`config.mk`:
```
export PLATFORM = sky130hd
export DESIGN_NAME = cosf_selector
export DESIGN_NICKNAME = d
export VERILOG_FILES = /design/src/cosf_pkg.sv /design/src/cosf_selector.sv
export SDC_FILE = /design/constraint.sdc
export NUM_CORES = 1
export LEC_CHECK = 0
export ABC_AREA = 0
export ABC_CLOCK_PERIOD_IN_PS = 2650
export BUFFER_PORTS_ARGS = -buffer_cell sky130_fd_sc_hd__buf_4
export CORE_MARGIN = 3
export CORE_UTILIZATION = 35
export DETAILED_ROUTE_END_ITERATION = 10
export GPL_TIMING_DRIVEN = 0
export PLACE_DENSITY = 0.6
export SYNTH_ARGS = -nofsm -noshare
export SYNTH_HDL_FRONTEND = slang
export SYNTH_SLANG_ARGS = --single-unit
```
`constraint.sdc`:
```
create_clock -name CLK_I -period 2.65 [get_ports CLK_I]
set_clock_uncertainty 0.15 [all_clocks]
set_input_delay 0.6625 -clock CLK_I [delete_from_list [all_inputs] [get_ports CLK_I]]
set_output_delay 0.6625 -clock CLK_I [all_outputs]
set_load 0.005 [all_outputs]
```
`src/cosf_pkg.sv`:
```
// Shared constants and types for the contact output selector.
// Assumes a 32-bit plain register port and a synchronous status source.
package cosf_pkg;

  // ----------------------------------------------------------------
  // Sizes
  // ----------------------------------------------------------------
  localparam int NUM_OUT = 3;
  localparam int ALM_W   = 16;
  localparam int SEL_W   = 4;
  localparam int ADDR_W  = 8;
  localparam int DATA_W  = 32;

  // ----------------------------------------------------------------
  // Register offsets (byte addresses)
  // ----------------------------------------------------------------
  localparam logic [ADDR_W-1:0] OFS_CFG_BASE = 8'h00;
  localparam logic [ADDR_W-1:0] OFS_ALM_SEL  = 8'h0C;
  localparam logic [ADDR_W-1:0] OFS_CONTACT  = 8'h10;
  localparam logic [ADDR_W-1:0] OFS_FLAGS    = 8'h14;
  localparam logic [ADDR_W-1:0] OFS_IRQ_STAT = 8'h18;
  localparam logic [ADDR_W-1:0] OFS_IRQ_MASK = 8'h1C;

  // ----------------------------------------------------------------
  // Field positions of an output configuration word
  // ----------------------------------------------------------------
  localparam int CFG_FUNC_LSB = 0;
  localparam int CFG_FUNC_W   = 4;
  localparam int CFG_NC_BIT   = 4;

  // ----------------------------------------------------------------
  // Output functions
  // ----------------------------------------------------------------
  typedef enum logic [CFG_FUNC_W-1:0] {
    no_output_func,
    run_status_func,
    remote_status_func,
    temp_ready_func,
    stopping_alarm_func,
    continuing_alarm_func,
    any_alarm_func,
    selected_alarm_func,
    start_timer_func,
    stop_timer_func,
    power_recovery_func,
    anti_freeze_func,
    first_input_passthru,
    second_input_passthru,
    auto_fill_func
  } cosf_func_type;

  typedef struct packed {
    cosf_func_type func;
    logic          nc;
  } cosf_cfg_type;

  typedef struct packed {
    logic running;
    logic contact_remote_mode;
    logic temp_ready;
    logic stopping_alarm;
    logic continuing_alarm;
    logic start_timer_set;
    logic stop_timer_set;
    logic power_recovery_on;
    logic anti_freeze_on;
    logic contact_in1;
    logic contact_in2;
    logic auto_filling;
  } cosf_flags_type;

  localparam int FLAGS_W = $bits(cosf_flags_type);

  // ----------------------------------------------------------------
  // Reset values
  // ----------------------------------------------------------------
  localparam cosf_cfg_type RST_CFG0 = '{func: run_status_func,    nc: 1'b0};
  localparam cosf_cfg_type RST_CFG1 = '{func: remote_status_func, nc: 1'b0};
  localparam cosf_cfg_type RST_CFG2 = '{func: any_alarm_func,     nc: 1'b1};
  localparam logic [SEL_W-1:0]   RST_ALM_SEL  = 4'h0;
  localparam logic [NUM_OUT-1:0] RST_CONTACT  = 3'h4;
  localparam logic [NUM_OUT-1:0] RST_IRQ_MASK = 3'h0;

  typedef struct packed {
    cosf_cfg_type [NUM_OUT-1:0] cfg;
    logic [SEL_W-1:0]           alm_sel;
    cosf_flags_type             flags;
    logic [ALM_W-1:0]           alm_vec;
    logic [NUM_OUT-1:0]         prev;
    logic [NUM_OUT-1:0]         irq_stat;
    logic [NUM_OUT-1:0]         irq_mask;
    logic [DATA_W-1:0]          rdata;
  } cosf_state_type;

endpackage

```
`src/cosf_selector.sv`:
```
// Contact output selector: three relay contact drivers, each with a
// chosen status function and a contact polarity, plus a change interrupt.
// Assumes status inputs and bus signals are synchronous to CLK_I.
`timescale 1ns/1ps

// How it works
// - Three independent contact outputs, each closed or open per its assigned condition.
// - Reset: output 1 run open-type, 2 remote open-type, 3 alarm closed-type.
// - Function and polarity per output are writable; closed-type is the inverse.
// - No-output function: open-type stays open, closed-type stays closed.
// - Run function: contact follows product operating, inverted for closed-type.
// - Remote function: closes in contact remote mode; closed-type closes in local.
// - Temperature-ready function: closes once fluid temperature is ready.
// - Stopping-alarm function: closes while an operation-stopping alarm is active.
// - Continuing-alarm function: closes while a continuing alarm is active.
// - Any-alarm function: closes while any alarm is active.
// - Selected-alarm function: closes only when the configured alarm is raised.
// - Start-timer function: closes while the run timer is set.
// - Stop-timer function: closes while the stop timer is set.
// - Power-recovery function: closes while automatic restart is enabled.
// - Anti-freeze function: closes while anti-freezing protection is enabled.
// - First-input pass-through mirrors contact input 1, regardless of filling option.
// - Second-input pass-through mirrors contact input 2; closed-type closes when off.
// - Auto-fill function: closes during automatic filling, option or not.
module cosf_selector
  import cosf_pkg::*;
(
  // Clock and reset
  input  wire logic                  CLK_I,
  input  wire logic                  RST_B_I,
  // Register port
  input  wire logic [ADDR_W-1:0]     REG_ADDR_I,
  input  wire logic [DATA_W-1:0]     REG_WDATA_I,
  input  wire logic                  REG_WR_I,
  input  wire logic                  REG_RD_I,
  output logic      [DATA_W-1:0]     REG_RDATA_O,
  // Product status
  input  wire cosf_flags_type        STATUS_I,
  input  wire logic [ALM_W-1:0]      ALARM_VEC_I,
  // Contacts, high means closed
  output logic      [NUM_OUT-1:0]    CONTACT_O,
  // Interrupt
  output logic                       IRQ_O
);

  cosf_state_type     s_reg;
  cosf_state_type     s_next;
  logic [NUM_OUT-1:0] contact;
  logic [NUM_OUT-1:0] evt;
  logic [NUM_OUT-1:0] clr;

  // ----------------------------------------------------------------
  // Contact evaluation
  // ----------------------------------------------------------------
  function automatic logic eval_contact(input cosf_cfg_type     cfg,
                                        input cosf_flags_type   fl,
                                        input logic [ALM_W-1:0] av,
                                        input logic [SEL_W-1:0] sel);
    logic raw;
    raw = 1'b0;
    case (cfg.func)
      no_output_func:        raw = 1'b0;
      run_status_func:       raw = fl.running;
      remote_status_func:    raw = fl.contact_remote_mode;
      temp_ready_func:       raw = fl.temp_ready;
      stopping_alarm_func:   raw = fl.stopping_alarm;
      continuing_alarm_func: raw = fl.continuing_alarm;
      any_alarm_func:        raw = (|av) | fl.stopping_alarm | fl.continuing_alarm;
      selected_alarm_func:   raw = av[sel];
      start_timer_func:      raw = fl.start_timer_set;
      stop_timer_func:       raw = fl.stop_timer_set;
      power_recovery_func:   raw = fl.power_recovery_on;
      anti_freeze_func:      raw = fl.anti_freeze_on;
      first_input_passthru:  raw = fl.contact_in1;
      second_input_passthru: raw = fl.contact_in2;
      auto_fill_func:        raw = fl.auto_filling;
      default:               raw = 1'b0;
    endcase
    return raw ^ cfg.nc;
  endfunction

  // ----------------------------------------------------------------
  // Output drive
  // ----------------------------------------------------------------
  // one contact per output
  always_comb
  begin
    for (int i = 0; i < NUM_OUT; i++)
    begin
      contact[i] = eval_contact(s_reg.cfg[i], s_reg.flags, s_reg.alm_vec, s_reg.alm_sel);
    end
  end

  assign CONTACT_O   = contact;
  assign REG_RDATA_O = s_reg.rdata;
  assign IRQ_O       = |(s_reg.irq_stat & s_reg.irq_mask);
  assign evt         = contact ^ s_reg.prev;
  assign clr         = (REG_WR_I && REG_ADDR_I == OFS_IRQ_STAT)
                       ? REG_WDATA_I[NUM_OUT-1:0] : '0;

  // ----------------------------------------------------------------
  // Next state
  // ----------------------------------------------------------------
  always_comb
  begin
    s_next         = s_reg;
    s_next.flags   = STATUS_I;
    s_next.alm_vec = ALARM_VEC_I;
    s_next.prev    = contact;
    s_next.rdata   = '0;
    if (REG_WR_I)
    begin
      for (int i = 0; i < NUM_OUT; i++)
      begin
        if (REG_ADDR_I == OFS_CFG_BASE + ADDR_W'(4 * i))
        begin
          s_next.cfg[i].func =
            cosf_func_type'(REG_WDATA_I[CFG_FUNC_LSB +: CFG_FUNC_W]);
          s_next.cfg[i].nc   = REG_WDATA_I[CFG_NC_BIT];
        end
      end
      if (REG_ADDR_I == OFS_ALM_SEL)
      begin
        s_next.alm_sel = REG_WDATA_I[SEL_W-1:0];
      end
      if (REG_ADDR_I == OFS_IRQ_MASK)
      begin
        s_next.irq_mask = REG_WDATA_I[NUM_OUT-1:0];
      end
    end
    // A change in the same cycle as a clear is kept
    s_next.irq_stat = (s_reg.irq_stat & ~clr) | evt;
    if (REG_RD_I)
    begin
      for (int i = 0; i < NUM_OUT; i++)
      begin
        if (REG_ADDR_I == OFS_CFG_BASE + ADDR_W'(4 * i))
        begin
          // Bus layout puts polarity above the function code, unlike the struct
          s_next.rdata = DATA_W'({s_reg.cfg[i].nc, s_reg.cfg[i].func});
        end
      end
      case (REG_ADDR_I)
        OFS_ALM_SEL:  s_next.rdata = DATA_W'(s_reg.alm_sel);
        OFS_CONTACT:  s_next.rdata = DATA_W'(contact);
        OFS_FLAGS:    s_next.rdata = DATA_W'(s_reg.flags);
        OFS_IRQ_STAT: s_next.rdata = DATA_W'(s_reg.irq_stat);
        OFS_IRQ_MASK: s_next.rdata = DATA_W'(s_reg.irq_mask);
        default:      ;
      endcase
    end
  end

  // ----------------------------------------------------------------
  // State register
  // ----------------------------------------------------------------
  always_ff @(posedge CLK_I or negedge RST_B_I)
  begin
    if (!RST_B_I)
    begin
      s_reg.cfg[0]   <= RST_CFG0;
      s_reg.cfg[1]   <= RST_CFG1;
      s_reg.cfg[2]   <= RST_CFG2;
      s_reg.alm_sel  <= RST_ALM_SEL;
      s_reg.flags    <= '0;
      s_reg.alm_vec  <= '0;
      // Matches the contacts that the reset values produce, so no event
      s_reg.prev     <= RST_CONTACT;
      s_reg.irq_stat <= '0;
      s_reg.irq_mask <= RST_IRQ_MASK;
      s_reg.rdata    <= '0;
    end
    else
    begin
      s_reg <= s_next;
    end
  end

  // ----------------------------------------------------------------
  // Checks
  // ----------------------------------------------------------------
  // flags one cycle behind the inputs
  a_flags_sampled: assert property (
    @(posedge CLK_I) disable iff (!RST_B_I)
    ##1 s_reg.flags == $past(STATUS_I))
    else $error("registered flags do not follow status inputs");

  a_reset_default: assert property (
    @(posedge CLK_I) $rose(RST_B_I) |-> CONTACT_O == RST_CONTACT)
    else $error("contacts after reset differ from the default");

  a_cfg_write: assert property (
    @(posedge CLK_I) disable iff (!RST_B_I)
    REG_WR_I && REG_ADDR_I == OFS_CFG_BASE
    |=> s_reg.cfg[0].nc == $past(REG_WDATA_I[CFG_NC_BIT]))
    else $error("configuration write not stored");

  for (genvar gi = 0; gi < NUM_OUT; gi++)
  begin : g_chk
    a_none_fixed: assert property (
      @(posedge CLK_I) disable iff (!RST_B_I)
      s_reg.cfg[gi].func == no_output_func |-> CONTACT_O[gi] == s_reg.cfg[gi].nc)
      else $error("no-output contact not at its rest state");

    a_run_follow: assert property (
      @(posedge CLK_I) disable iff (!RST_B_I)
      s_reg.cfg[gi].func == run_status_func && $stable(s_reg.cfg[gi])
      |-> CONTACT_O[gi] == ($past(STATUS_I.running) ^ s_reg.cfg[gi].nc))
      else $error("run contact does not follow operation");

    a_any_alarm: assert property (
      @(posedge CLK_I) disable iff (!RST_B_I)
      s_reg.cfg[gi].func == any_alarm_func && $past(ALARM_VEC_I) != '0
      |-> CONTACT_O[gi] == !s_reg.cfg[gi].nc)
      else $error("any-alarm contact not active with alarm raised");

    a_sel_alarm: assert property (
      @(posedge CLK_I) disable iff (!RST_B_I)
      s_reg.cfg[gi].func == selected_alarm_func && $stable(s_reg.alm_sel)
      |-> CONTACT_O[gi] == ($past(ALARM_VEC_I[s_reg.alm_sel]) ^ s_reg.cfg[gi].nc))
      else $error("selected-alarm contact wrong");

    a_in2_mirror: assert property (
      @(posedge CLK_I) disable iff (!RST_B_I)
      s_reg.cfg[gi].func == second_input_passthru && s_reg.cfg[gi].nc
      && !s_reg.flags.contact_in2 |-> CONTACT_O[gi])
      else $error("closed-type input 2 mirror not closed with input off");

    a_change_flag: assert property (
      @(posedge CLK_I) disable iff (!RST_B_I)
      $changed(CONTACT_O[gi]) |=> s_reg.irq_stat[gi])
      else $error("contact change not flagged");

    a_remote_follow: assert property (
      @(posedge CLK_I) disable iff (!RST_B_I)
      s_reg.cfg[gi].func == remote_status_func
      |-> CONTACT_O[gi] == ($past(STATUS_I.contact_remote_mode) ^ s_reg.cfg[gi].nc))
      else $error("remote contact does not follow remote mode");

    a_ready_follow: assert property (
      @(posedge CLK_I) disable iff (!RST_B_I)
      s_reg.cfg[gi].func == temp_ready_func
      |-> CONTACT_O[gi] == ($past(STATUS_I.temp_ready) ^ s_reg.cfg[gi].nc))
      else $error("ready contact does not follow temperature ready");

    a_stop_alarm: assert property (
      @(posedge CLK_I) disable iff (!RST_B_I)
      s_reg.cfg[gi].func == stopping_alarm_func
      |-> CONTACT_O[gi] == ($past(STATUS_I.stopping_alarm) ^ s_reg.cfg[gi].nc))
      else $error("stopping-alarm contact wrong");

    a_cont_alarm: assert property (
      @(posedge CLK_I) disable iff (!RST_B_I)
      s_reg.cfg[gi].func == continuing_alarm_func
      |-> CONTACT_O[gi] == ($past(STATUS_I.continuing_alarm) ^ s_reg.cfg[gi].nc))
      else $error("continuing-alarm contact wrong");

    a_start_timer: assert property (
      @(posedge CLK_I) disable iff (!RST_B_I)
      s_reg.cfg[gi].func == start_timer_func
      |-> CONTACT_O[gi] == ($past(STATUS_I.start_timer_set) ^ s_reg.cfg[gi].nc))
      else $error("start-timer contact wrong");

    a_stop_timer: assert property (
      @(posedge CLK_I) disable iff (!RST_B_I)
      s_reg.cfg[gi].func == stop_timer_func
      |-> CONTACT_O[gi] == ($past(STATUS_I.stop_timer_set) ^ s_reg.cfg[gi].nc))
      else $error("stop-timer contact wrong");

    a_recovery_follow: assert property (
      @(posedge CLK_I) disable iff (!RST_B_I)
      s_reg.cfg[gi].func == power_recovery_func
      |-> CONTACT_O[gi] == ($past(STATUS_I.power_recovery_on) ^ s_reg.cfg[gi].nc))
      else $error("power-recovery contact wrong");

    a_freeze_follow: assert property (
      @(posedge CLK_I) disable iff (!RST_B_I)
      s_reg.cfg[gi].func == anti_freeze_func
      |-> CONTACT_O[gi] == ($past(STATUS_I.anti_freeze_on) ^ s_reg.cfg[gi].nc))
      else $error("anti-freeze contact wrong");

    a_in1_mirror: assert property (
      @(posedge CLK_I) disable iff (!RST_B_I)
      s_reg.cfg[gi].func == first_input_passthru
      |-> CONTACT_O[gi] == ($past(STATUS_I.contact_in1) ^ s_reg.cfg[gi].nc))
      else $error("input 1 mirror contact wrong");

    a_fill_follow: assert property (
      @(posedge CLK_I) disable iff (!RST_B_I)
      s_reg.cfg[gi].func == auto_fill_func
      |-> CONTACT_O[gi] == ($past(STATUS_I.auto_filling) ^ s_reg.cfg[gi].nc))
      else $error("auto-fill contact wrong");
  end

  a_irq_level: assert property (
    @(posedge CLK_I) disable iff (!RST_B_I)
    $past(REG_WR_I && REG_ADDR_I == OFS_IRQ_MASK && REG_WDATA_I[NUM_OUT-1:0] == '0)
    |-> !IRQ_O)
    else $error("interrupt still high after a zero mask write");

  a_read_contact: assert property (
    @(posedge CLK_I) disable iff (!RST_B_I)
    REG_RD_I && REG_ADDR_I == OFS_CONTACT
    |=> REG_RDATA_O == DATA_W'($past(CONTACT_O)))
    else $error("contact read back wrong");


  // read data only in the cycle after a read
  a_rdata_idle: assert property (
    @(posedge CLK_I) disable iff (!RST_B_I)
    !REG_RD_I |=> REG_RDATA_O == '0)
    else $error("read data not zero outside a read answer");

  a_func_write: assert property (
    @(posedge CLK_I) disable iff (!RST_B_I)
    REG_WR_I && REG_ADDR_I == OFS_CFG_BASE
    |=> s_reg.cfg[0].func == $past(REG_WDATA_I[CFG_FUNC_LSB +: CFG_FUNC_W]))
    else $error("function code write not stored");

  // polarity read back in its field
  a_read_cfg_nc: assert property (
    @(posedge CLK_I) disable iff (!RST_B_I)
    REG_RD_I && REG_ADDR_I == OFS_CFG_BASE
    |=> REG_RDATA_O[CFG_NC_BIT] == $past(s_reg.cfg[0].nc))
    else $error("polarity read back in the wrong field");

  a_sel_write: assert property (
    @(posedge CLK_I) disable iff (!RST_B_I)
    REG_WR_I && REG_ADDR_I == OFS_ALM_SEL
    |=> s_reg.alm_sel == $past(REG_WDATA_I[SEL_W-1:0]))
    else $error("alarm select write not stored");

  a_mask_write: assert property (
    @(posedge CLK_I) disable iff (!RST_B_I)
    REG_WR_I && REG_ADDR_I == OFS_IRQ_MASK
    |=> s_reg.irq_mask == $past(REG_WDATA_I[NUM_OUT-1:0]))
    else $error("interrupt mask write not stored");

  // write of ones clears quiet status
  a_stat_clear: assert property (
    @(posedge CLK_I) disable iff (!RST_B_I)
    REG_WR_I && REG_ADDR_I == OFS_IRQ_STAT && REG_WDATA_I[NUM_OUT-1:0] == '1
    && !$changed(CONTACT_O) |=> s_reg.irq_stat == '0)
    else $error("status bits not cleared by a write of ones");

endmodule // cosf_selector

```
== Word-level counts from Yosys, hierarchy flattened ==
Index checks and enable logic that the tools add are counted.

* Register bits: 88
* Input port bits: 72
* Output and inout bits: 36
* Logic and storage cells: 104

* $lt $le $gt $ge: 1
* Equality and inequality tests: 49
* Multiplexer cells: 11
* Bitwise logic cells: 10
* Reduce and logical (&&, ||, !) cells: 9

{| class="wikitable"
|+ Operator list
! kind !! number
|-
| $pmux W32 S5 || 1
|-
| $mux W32 || 3
|-
| $eq A4 B4 Y1 const B || 21
|-
| $eq A4 B3 Y1 const B || 12
|-
| $pmux W1 S14 || 3
|-
| $eq A8 B5 Y1 const B || 4
|-
| $eq A4 B2 Y1 const B || 6
|-
| $eq A8 B4 Y1 const B || 2
|-
| $reduce_or A16 Y1 || 1
|-
| $eq A4 B1 Y1 const B || 3
|-
| $reduce_and A2 Y1 || 5
|-
| $eq A8 B3 Y1 const B || 1
|-
| $logic_not A8 Y1 || 1
|-
| $and A3 B3 Y3 || 2
|-
| $lt A4 B5 Y1 const B || 1
|-
| $mux W5 || 1
|-
| $bmux W1 S4 || 1
|-
| $mux W3 || 1
|-
| $not A3 Y3 || 1
|-
| $or A3 B3 Y3 || 1
|-
| $reduce_or A3 Y1 || 1
|-
| $xor A1 B1 Y1 || 3
|-
| $xor A3 B3 Y3 || 1
|-
| $or A1 B1 Y1 || 2
|-
| other kinds (2) || 2
|}

== Depth between registers and ports, before layout ==
* Word-level depth: 7
* Mapped depth: 8
* Gate-level depth less buffers: 6

== Least setup slack after synthesis ==
OpenSTA, ideal clock, no wires.

* Path type: reg-to-output
* Start: reg s_reg[74] in the netlist's numbering
* End: out CONTACT_O[0]
* Arrival time: 2.030 ns
* Path slack: -0.193 ns
* Stages on the path, launching flop included: 8
* Path buffers: 2
* Cell sequence: dfstp_2 clkbuf_1 mux4_2 o21ai_0 o21ai_1 nor2_1 xnor2_1 buf_4

{| class="wikitable"
|+ RTL lines
! element !! RTL line !! text
|-
| start, declared || cosf_selector.sv:46 || <nowiki>cosf_state_type s_reg;</nowiki>
|-
| start signal, assigned || cosf_selector.sv:175 || <nowiki>s_reg <= s_next;</nowiki>
|-
| end, declared || cosf_selector.sv:41 || <nowiki>output logic [NUM_OUT-1:0] CONTACT_O,</nowiki>
|}

==> impl_metrics.json <==
{
  "min_period_over_period_pct": 122,
  "vias": 2774,
  "routed_via_density": 4.91,
  "grt_max_degree": 69,
  "whs_ps": 258,
  "antenna_found_initial": 0,
  "largest_reg_flops": 56,
  "synth_top_area_cell": "dfrtp_1",
  "fin_util_pct": 48.5,
  "swShare_pct": 25.2,
  "p_int_mw": 1.94,
  "dieArea_um2": 11600,
  "power.leakage_nw": 2.24,
  "critPathLaunchType": "flop",
  "cellPowerDensity_nw_per_um2": 539,
  "seq_power_share_pct": 44.5,
  "cp.arrival_ps": 2410,
  "io_buffers": 59,
  "final_layout_size_suffix_gt1_share_pct": 43.5,
  "max-cap-violations": 0,
  "htree_levels": 3,
  "relSlewSlack_pct": 44.0,
  "end_kind": "primary output",
  "fmax_ghz": 0.310,
  "wl_per_cell_um": 16.0,
  "status": "complete, but fails checks",
  "ys.flop_type": "dfrtp_1",
  "setup_slack_ps": -577,
  "seq_area_um2": 1710,
  "synth-seq-cells": 68,
  "rsz0062_at_grt": "yes",
  "postCtsHoldBufs": 0,
  "ant_nets": 0,
  "switchingPower_mw": 0.656,
  "p_total_mw": 2.60,
  "worst_pin_slew_ps": 840,
  "avgSynthCellArea_um2": 11.0,
  "area_growth_pct": 32.7,
  "dpl.cell_count": 542,
  "crit_type": "flop to primary output",
  "yosysUniqueCellTypes": 56,
  "ys.warnings.count": 0,
  "die_h_um": 108,
  "required_ps": 1840,
  "worst-path-max-fanout": 6,
  "gp_congestion": 0.888,
  "drt_iter0_markers": 176,
  "synth.area.top_cells": "dfrtp_1, buf_4, mux2_2",
  "synth_seq_area_share_pct": 47.0,
  "synth-async-reset-ratio_pct": 100,
  "synth.cell_area_um2": 3640,
  "final_hold_viol_count": 0,
  "multi_input_area_um2": 1820,
  "fin_crit_ps": 3230,
  "num-fill-cells": 918,
  "diodes": 0,
  "insertion_delay_ps": 350,
  "drv_slew": 0,
  "final_nets": 499,
  "clk_pin_slew_ps": 70,
  "overflow": 0,
  "ir_drop_v": 0.000258,
  "core_area_um2": 9950,
  "dpl.hpwl_um": 6510,
  "violations": "setup timing",
  "setup_violations": 3,
  "numCtsBuffers": 9,
  "grt_pass1_wl_um": 14400,
  "clock_path_buffers": 2,
  "finalNonFillerCells": 565,
  "num_rows": 36,
  "start_util_pct": 36.5,
  "fp.dieW_um": 108,
  "tns_ps": -1420,
  "drc": 0,
  "root_buffer": "clkbuf_8",
  "grt_pass1_vias": 2789,
  "synth_top_cell_area_share_pct": 42.7,
  "cts_tree": "yes",
  "combinationalPowerShare_pct": 15.2,
  "hold_path.class": "input pin to async pin",
  "drt-total-wl_um": 9050,
  "numClockSinks": 68,
  "synthCells": 331,
  "gr-usage-all-layers_pct": 16.4,
  "p_clk_share_pct": 40.3,
  "synth_edf_count": 0,
  "drt-pass1-iter-count": 4,
  "io-pin-count": 108
}
## cell type report
| class | instances | area share [%] |
|---|---|---|
| buffer | 42 | 6.25 |
| multi-input combinational | 225 | 37.7 |
| timing repair buffer | 71 | 11.2 |
| inverter | 10 | 0.778 |
| sequential | 68 | 35.4 |
| clock inverter | 7 | 2.57 |
| tap | 133 | 3.45 |
| clock buffer | 9 | 2.57 |
## power groups by stage
stage	Combinational, mW	Sequential (mW)	Clock (mW)
final	0.394	1.16	1.05
after global routing	0.434	1.16	1.12
after CTS	0.379	1.15	1.08
after detailed placement	0.356	1.16	0
after global placement	0.353	1.16	0
after floorplan	0.221	1.15	0
## cells by family (layout without fill, tap and decap cells)
logic type	after synthesis	count (layout)	share of synthesized area, %
AND/OR/NAND/NOR	96	96	13.3
flip-flops	68	68	47.0
AO/OA/AOI/OAI	59	59	12.2
buffers and inverters	57	139	9.84
multiplexers	46	46	16.2
XOR/XNOR	4	4	1.34
other	1	20	0.103
## critical path, stage by stage, from the launching register on
cell	delay (ps)
dfstp_2	530
buf_6	120
mux2_4	300
mux4_2	470
a22oi_2	190
o211a_4	200
xnor2_2	110
buf_4	130
## synth_stat cells, types with 4 or more instances
cell	n
dfrtp_1	62
buf_4	36
nand2_1	27
nor2_1	25
mux2_2	21
mux2i_1	14
o21ai_0	11
inv_1	10
and2_1	8
mux4_2	8
clkbuf_1	7
a31oi_1	6
dfstp_2	6
nand2b_1	6
a21oi_1	5
nand4_1	5
nor2b_1	5
nand3_1	4
nor4_1	4
o22ai_1	4
## metrics by stage
stage	instance area (um2)	worst slack, ps
after floorplan	3730	-138
after global placement	4340	-472
after detailed placement	4340	-486
after CTS	4740	-620
after global routing	4820	-652
final	4820	-577
## timing repair
| action | 4_1_cts | 5_1_grt |
|---|---|---|
| endpoints found under the setup margin | 3 | 7 |
| resized for setup | 22 | 13 |
| buffers inserted | 9 | 3 |
| gates cloned | 0 | 0 |
| pin swaps | 5 | 9 |
## final timing paths
check / from / end / slack [ps] / cells after the start
max reg2reg: s_reg[85] / s_reg[37] / 110 / 8
max: s_reg[85] / CONTACT_O[2] / -580 / 7
min reg2reg: s_reg[37] / s_reg[37] / 390 / 1
min: RST_B_I / s_reg[39] / 260 / 1
max in group asynchronous: RST_B_I / s_reg[66] / 1530 / 1
min in group CLK_I: ALARM_VEC_I[12] / s_reg[53] / 260 / 1
## cell usage in the layout, fill, tap and decap left out, drive strengths merged, types with 6 or more instances in the layout
master,instances
buf,109
dfrtp,62
nand2,27
nor2,25
mux2,24
conb,20
mux2i,14
o21ai,14
clkbuf,13
inv,11
and2,8
mux4,8
a31oi,6
nand2b,6
dfstp,6
## metal layers
layer | global-route usage (%) | up-vias | share of wire [%] | routed length [um]
met1 | 21.4 | 1328 | 43 | 3860
met4 | 6.04 | 0 | 1.6 | 149
met3 | 3.72 | 16 | 6.6 | 601
met2 | 26.9 | 103 | 49 | 4440
met5 | 0 | - | 0 | 0
li1 | - | 1327 | - | -
Power figures use the tool's default switching activity.
